<file path="src/rtl/dcwd_regs.vh">
// Command word bit positions, state codes and status bit positions for the command decoder
`ifndef DCWD_REGS_VH
`define DCWD_REGS_VH

`define DCWD_CMD_ON          0
`define DCWD_CMD_COAST_RSV   1
`define DCWD_CMD_QUICK_RSV   2
`define DCWD_CMD_OP_EN       3
`define DCWD_CMD_NO_STOP     4
`define DCWD_CMD_NO_PAUSE    5
`define DCWD_CMD_RUN_TOGGLE  6
`define DCWD_CMD_FAULT_ACK   7
`define DCWD_CMD_JOG1        8
`define DCWD_CMD_JOG2        9
`define DCWD_CMD_REMOTE      10
`define DCWD_CMD_SPEED_MODE  12
`define DCWD_CMD_RESERVED    16'hE806
`define DCWD_CMD_RESET       16'h0000

`define DCWD_ST_RDY_ON       0
`define DCWD_ST_RDY_OP       1
`define DCWD_ST_OP_EN        2
`define DCWD_ST_FAULT        3
`define DCWD_ST_INHIBIT      6
`define DCWD_ST_ACK          12
`define DCWD_ST_STILL        13

`define DCWD_S_NOT_READY     3'h0
`define DCWD_S_READY_ON      3'h1
`define DCWD_S_READY_OP      3'h2
`define DCWD_S_OP_EN         3'h3
`define DCWD_S_FAULT         3'h4
`define DCWD_S_INHIBIT       3'h5

`endif

</file>
<file path="src/rtl/dcwd_decoder.v">
// Command word decoder: power-up state machine, run handshake, stops, jog and fault acknowledge
`timescale 1ns/100ps
`include "dcwd_regs.vh"

module dcwd_decoder
(
	core_clk,
	rstn,
	clk_en,
	cmd_word,
	cmd_valid,
	fault_in,
	at_range_end,
	move_done,
	drive_state_word,
	drive_state,
	run_active,
	run_paused,
	run_speed_mode,
	run_clockwise,
	run_endless,
	run_start,
	jog1_start,
	jog2_start,
	halt_now,
	cmd_reserved_err
);
	input  wire        core_clk;
	input  wire        rstn;
	input  wire        clk_en;
	input  wire [15:0] cmd_word;
	input  wire        cmd_valid;
	input  wire        fault_in;
	input  wire        at_range_end;
	input  wire        move_done;
	output wire [15:0] drive_state_word;
	output wire [2:0]  drive_state;
	output reg         run_active;
	output reg         run_paused;
	output reg         run_speed_mode;
	output reg         run_clockwise;
	output reg         run_endless;
	output reg         run_start;
	output reg         jog1_start;
	output reg         jog2_start;
	output reg         halt_now;
	output reg         cmd_reserved_err;

	reg [15:0] cmd_q;
	reg [15:0] prev_q;
	reg        upd_q;
	reg [2:0]  state_q;
	reg [2:0]  state_d;
	reg        ack_q;
	reg        inhibit_q;
	reg        still_q;

	wire on_w      = cmd_q[`DCWD_CMD_ON];
	wire op_w      = cmd_q[`DCWD_CMD_OP_EN];
	wire remote_w  = cmd_q[`DCWD_CMD_REMOTE];
	wire nostop_w  = cmd_q[`DCWD_CMD_NO_STOP];
	wire nopause_w = cmd_q[`DCWD_CMD_NO_PAUSE];
	wire tog_w     = cmd_q[`DCWD_CMD_RUN_TOGGLE];
	wire speed_w   = cmd_q[`DCWD_CMD_SPEED_MODE];

	// Edge test between the two most recent updates
	function edge_of;
		input [15:0] cur;
		input [15:0] prv;
		input integer bitn;
		input         rising;
		begin
			edge_of = rising ? (cur[bitn] & ~prv[bitn]) : (~cur[bitn] & prv[bitn]);
		end
	endfunction

	wire ack_fall   = upd_q & edge_of(cmd_q, prev_q, `DCWD_CMD_FAULT_ACK, 1'b0);
	wire on_fall    = upd_q & edge_of(cmd_q, prev_q, `DCWD_CMD_ON, 1'b0);
	wire tog_rise   = upd_q & edge_of(cmd_q, prev_q, `DCWD_CMD_RUN_TOGGLE, 1'b1);
	wire tog_fall   = upd_q & edge_of(cmd_q, prev_q, `DCWD_CMD_RUN_TOGGLE, 1'b0);
	wire jog1_rise  = upd_q & edge_of(cmd_q, prev_q, `DCWD_CMD_JOG1, 1'b1);
	wire jog2_rise  = upd_q & edge_of(cmd_q, prev_q, `DCWD_CMD_JOG2, 1'b1);
	wire enabled_w  = (state_q == `DCWD_S_OP_EN);
	wire pos_req    = enabled_w & ~speed_w & nostop_w & (tog_w != ack_q) & ~run_active;
	wire spd_req    = enabled_w & speed_w & tog_rise & ~run_active;

	// Each cyclic update seen while clk_en is high is captured once, previous kept for edges
	always @(posedge core_clk)
	begin
		if (!rstn)
		begin
			cmd_q  <= `DCWD_CMD_RESET;
			prev_q <= `DCWD_CMD_RESET;
			upd_q  <= 1'b0;
		end
		else if (clk_en)
		begin
			upd_q <= cmd_valid;
			if (cmd_valid)
			begin
				prev_q <= cmd_q;
				cmd_q  <= cmd_word;
			end
		end
	end

	always @*
	begin
		state_d = state_q;
		case (state_q)
			`DCWD_S_NOT_READY:
				if (remote_w)
					state_d = `DCWD_S_READY_ON;
			`DCWD_S_READY_ON:
				if (!remote_w)
					state_d = `DCWD_S_NOT_READY;
				else if (on_w)
					state_d = `DCWD_S_READY_OP;
			`DCWD_S_READY_OP:
				if (!remote_w)
					state_d = `DCWD_S_NOT_READY;
				else if (!on_w)
					state_d = `DCWD_S_READY_ON;
				else if (fault_in)
					state_d = `DCWD_S_FAULT;
				else if (op_w)
					state_d = `DCWD_S_OP_EN;
			`DCWD_S_OP_EN:
				if (!remote_w)
					state_d = `DCWD_S_NOT_READY;
				else if (!on_w)
					state_d = `DCWD_S_READY_ON;
				else if (fault_in)
					state_d = `DCWD_S_FAULT;
				else if (!op_w)
					state_d = `DCWD_S_READY_OP;
			`DCWD_S_FAULT:
				if (ack_fall)
					state_d = `DCWD_S_INHIBIT;
			`DCWD_S_INHIBIT:
				if (on_fall || !remote_w)
					state_d = remote_w ? `DCWD_S_READY_ON : `DCWD_S_NOT_READY;
			default:
				state_d = `DCWD_S_NOT_READY;
		endcase
	end

	always @(posedge core_clk)
	begin
		if (!rstn)
		begin
			state_q   <= `DCWD_S_NOT_READY;
			inhibit_q <= 1'b0;
			ack_q     <= 1'b0;
		end
		else if (clk_en)
		begin
			state_q <= state_d;
			// Set wins over clear when both land together
			if (state_q == `DCWD_S_FAULT && ack_fall)
				inhibit_q <= 1'b1;
			else if (on_fall)
				inhibit_q <= 1'b0;
			if (state_q == `DCWD_S_NOT_READY || state_q == `DCWD_S_READY_ON)
				ack_q <= 1'b0;
			else if (pos_req || spd_req)
				ack_q <= tog_w;
		end
	end

	// Run control: start, pause, abort, speed direction and end
	always @(posedge core_clk)
	begin
		if (!rstn)
		begin
			run_active     <= 1'b0;
			run_paused     <= 1'b0;
			run_speed_mode <= 1'b0;
			run_clockwise  <= 1'b0;
			run_endless    <= 1'b0;
			run_start      <= 1'b0;
			jog1_start     <= 1'b0;
			jog2_start     <= 1'b0;
			halt_now       <= 1'b0;
			still_q        <= 1'b1;
			cmd_reserved_err <= 1'b0;
		end
		else if (clk_en)
		begin
			run_start  <= pos_req | spd_req;
			jog1_start <= enabled_w & jog1_rise & ~run_active;
			jog2_start <= enabled_w & jog2_rise & ~run_active;
			cmd_reserved_err <= |(cmd_q & `DCWD_CMD_RESERVED);
			halt_now   <= 1'b0;
			if (!enabled_w)
			begin
				run_active <= 1'b0;
				run_paused <= 1'b0;
				halt_now   <= run_active;
			end
			else if (pos_req)
			begin
				run_active     <= 1'b1;
				run_speed_mode <= 1'b0;
				run_paused     <= ~nopause_w;
			end
			else if (spd_req)
			begin
				run_active     <= 1'b1;
				run_speed_mode <= 1'b1;
				run_clockwise  <= nostop_w;
				run_endless    <= nopause_w;
				run_paused     <= 1'b0;
			end
			else if (run_active && run_speed_mode)
			begin
				run_endless <= nopause_w;
				if (tog_fall || move_done || (!nopause_w && at_range_end))
				begin
					run_active <= 1'b0;
					halt_now   <= 1'b1;
				end
			end
			else if (run_active)
			begin
				if (!nostop_w)
				begin
					run_active <= 1'b0;
					run_paused <= 1'b0;
					halt_now   <= 1'b1;
				end
				else if (move_done)
					run_active <= 1'b0;
				else
				begin
					run_paused <= ~nopause_w;
					halt_now   <= ~nopause_w & ~run_paused;
				end
			end
			if (pos_req || spd_req)
				still_q <= 1'b0;
			else if (!run_active)
				still_q <= 1'b1;
		end
	end

	assign drive_state = state_q;
	assign drive_state_word = {
		2'b00,
		still_q,
		ack_q,
		5'b0_0000,
		inhibit_q,
		2'b00,
		(state_q == `DCWD_S_FAULT),
		enabled_w,
		(state_q == `DCWD_S_READY_OP) | enabled_w,
		(state_q == `DCWD_S_READY_ON) | (state_q == `DCWD_S_READY_OP) | enabled_w
	};

endmodule

</file>
<file path="config.mk">
export PLATFORM = sky130hd
export DESIGN_NAME = dcwd_decoder
export DESIGN_NICKNAME = d
export VERILOG_FILES = /design/src/rtl/dcwd_decoder.v
export VERILOG_INCLUDE_DIRS = /design/src /design/src/rtl
export SDC_FILE = /design/constraint.sdc
export NUM_CORES = 1
export LEC_CHECK = 0
export BUFFER_PORTS_ARGS = -buffer_cell sky130_fd_sc_hd__buf_2
export CAP_MARGIN = 10
export CORE_ASPECT_RATIO = 0.9
export CORE_UTILIZATION = 55
export DETAILED_ROUTE_END_ITERATION = 12
export MAX_ROUTING_LAYER = met4
export PLACE_DENSITY = 0.84
export SLEW_MARGIN = 10
export SYNTH_ARGS = -nofsm -noshare
export SYNTH_HDL_FRONTEND = slang
export SYNTH_SLANG_ARGS = --single-unit
</file>
<file path="constraint.sdc">
create_clock -name core_clk -period 2.7 [get_ports core_clk]
set_input_delay 0.27 -clock core_clk [delete_from_list [all_inputs] [get_ports core_clk]]
set_output_delay 0.27 -clock core_clk [all_outputs]
set_load 0.01 [all_outputs]
</file>
==> results.yml <==
status:
  status: "completed"
grt:
  grt_first_pass_wirelength_um: 6360
  grt_max_degree: 30
  met1_usage: 0.309
  grt_use_total: 0.234
  antenna_found_initial: 0
  grtUsageMet2: 0.346
  first_global_vias: 1389
  overflow: 0
  gr-usage-met3: 0.0520
  top_usage_layer: "met2"
logic_synthesis:
  synthFlopType: "dfxtp_1"
  synth.top_cell.area_share: 0.409
  netlist_area_um2: 1860
  synth_top_cell_by_area: "dfxtp_1"
  seq_area_frac_synth: 0.409
  ys_warn_count: 0
  synth_compound_area_frac: 0.193
  yosys-top-cells-count: "nand2_1 (58), dfxtp_1 (38), a21oi_1 (31)"
  synth.area.top_cells: "dfxtp_1 (41%), nand2_1 (12%), a21oi_1 (8.3%)"
  postSynth.asyncResetShare: 0
  synthCells: 242
  synth_fa_ha_area_frac: 0
  yosysUniqueCellTypes: 46
  synthXorXnorAreaFrac: 0.00941
  synth_top_family_by_area: "simple AND/OR/NAND/NOR gates"
  muxShareOfSynthArea: 0.00538
  yosysMostFrequentCell: "nand2_1"
  avgSynthCellArea_um2: 7.69
  synth-simple-area-share: 0.269
  ys_ff_latch: 38
  synth_edf_count: 0
setup_path:
  critPathKind: "register to register"
  max_stage_delay_ns: 0.51
  required_ns: 2.89
  cp-end-kind: "register"
  worstPathCellList: "nor2_1, a221o_1, a221o_2, o221a_1"
  worstPathArrival_ns: 1.90
  start_kind: "register"
  cp_max_fo: 8
  crit_slowest_cell: "dfxtp_1"
  path_delay_family: "compound AO/OA/AOI/OAI gates"
  critPathBufInv: 0
timing:
  period_needed_ns: 1.71
  finClkSkew_ns: 0.00658
  max-slew-margin-rel: 0.431
  setup_viol: 0
  setup_ws_ns: 0.992
  max_freq_mhz: 586
  finalHoldViolations: 0
  rsz0062_at_grt: "false"
  worstMarginPinSlew_ns: 0.852
  finalCritPeriodShare: 0.633
  fin_tns_setup_ns: 0
  maxSlewViolCount: 0
route:
  ant_nets: 0
  post_drt_wl_per_cell_um: 12.5
  wirelength_um: 3930
  vias: 1700
  vias_per_cell: 5.40
  drt_iter0_drc: 179
  firstDrtPassIters: 4
  drc: 0
pwr:
  powerDensity_nw_per_um2: 622
  leakage_nw: 0.881
  ir_worst_vdd_v: 0.000439
clock_tree:
  cts_tree: "done"
  cts_buffer_depth: 2
  cts_resized: 0
  cts_max_level: 2
  cts_buffers: 5
  cts_num_sinks: 38
  insertion_delay_ns: 0.29
  ctsHoldBuffers: 0
  root_buffer: "clkbuf_8"
  cts_setup_buffers: 0
  clk_pin_slew_ns: 0.08
min_path:
  hold_class: "primary input to register"
layout:
  regArea_um2: 761
  stdcell_area_um2: 2130
  fin_util: 0.679
  nNetsFinal: 295
  areaGrowthSynthToFinish_pct: 14.6
  antenna_cells: 0
  n_fill_cell: 282
  drive_gt1_frac: 0.209
  multiInputGateArea_um2: 921
  regMostFlops: "cmd_q"
  largest_register_ffs: 16
place:
  post-place-ws_ns: 0.956
  port_buffers: 42
  place_congestion: 0.911
  hpwl_um: 2700
  placed_cell_area_um2: 1990
floorplanning:
  dieHeight_um: 57.2
  die_x_um: 63.3
  start_util: 0.593
  coreArea_um2: 3140
  num_rows: 19
  die-area_um2: 3620
  ios: 52
job:
  maxCapViolCount: 0
==> metal layers <==
layer	part of all wire	wire [um]
met1	0.48	1880
met2	0.44	1750
met3	0.060	234
met4	0.016	62
met5	0	0
==> tightest hold or removal path, stage by stage <==
cell	delay (ns)
buf_2	0.09
nand2_1	0.04
a21oi_1	0.05
==> per-stage QoR <==
stage	hold slack, ns	total power [mW]	std cells
floorplan	0.406	0.709	250
global placement	0.437	0.735	307
detailed placement	0.443	0.737	307
CTS	0.203	1.33	315
global route	0.217	1.38	315
finish	0.208	1.33	315
==> report_power, final <==
part           switching (mW)  internal, mW
Sequential             0.0235         0.578
Clock                   0.206         0.394
Combinational          0.0727        0.0514
Total                   0.302          1.02
==> placed cells by master, fill, tap and decap left out, types with 2 or more instances in the layout <==
cell type / n
nand2_1: 58
buf_2: 42
dfxtp_1: 38
a21oi_1: 31
nor2_1: 14
inv_1: 10
conb_1: 9
o21ai_0: 7
clkbuf_8: 6
nand3b_1: 4
nand4b_1: 4
nor2b_1: 4
and3b_1: 3
o31ai_1: 3
nand2b_1: 3
nor3_1: 3
a31o_2: 2
o21a_1: 2
a31oi_1: 2
bufinv_16: 2
==> logic make-up after synthesis <==
family | Yosys count
AO/OA/AOI/OAI | 58
XOR/XNOR | 2
buffers and inverters | 38
flip-flops | 38
multiplexers | 1
other | 1
AND/OR/NAND/NOR | 104
==> final timing paths <==
| kind | cells after the start | start | slack [ns] | end |
|---|---|---|---|---|
| setup / recovery | 4 | drive_state[0] | 0.99 | drive_state[0] |
| hold / removal | 3 | cmd_word[13] | 0.21 | cmd_q[13] |
| setup reg to reg | 4 | drive_state[0] | 0.99 | drive_state[0] |
| hold reg to reg | 2 | prev_q[8] | 0.45 | prev_q[8] |
==> final cells by class <==
| type | instances | area share |
|---|---|---|
| inverter | 10 | 0.0176 |
| timing repair buffer | 43 | 0.102 |
| sequential | 38 | 0.357 |
| tap | 42 | 0.0246 |
| clock inverter | 2 | 0.0282 |
| clock buffer | 6 | 0.0387 |
| multi-input combinational | 174 | 0.432 |
Note: power is estimated with default switching activity, not from simulation.
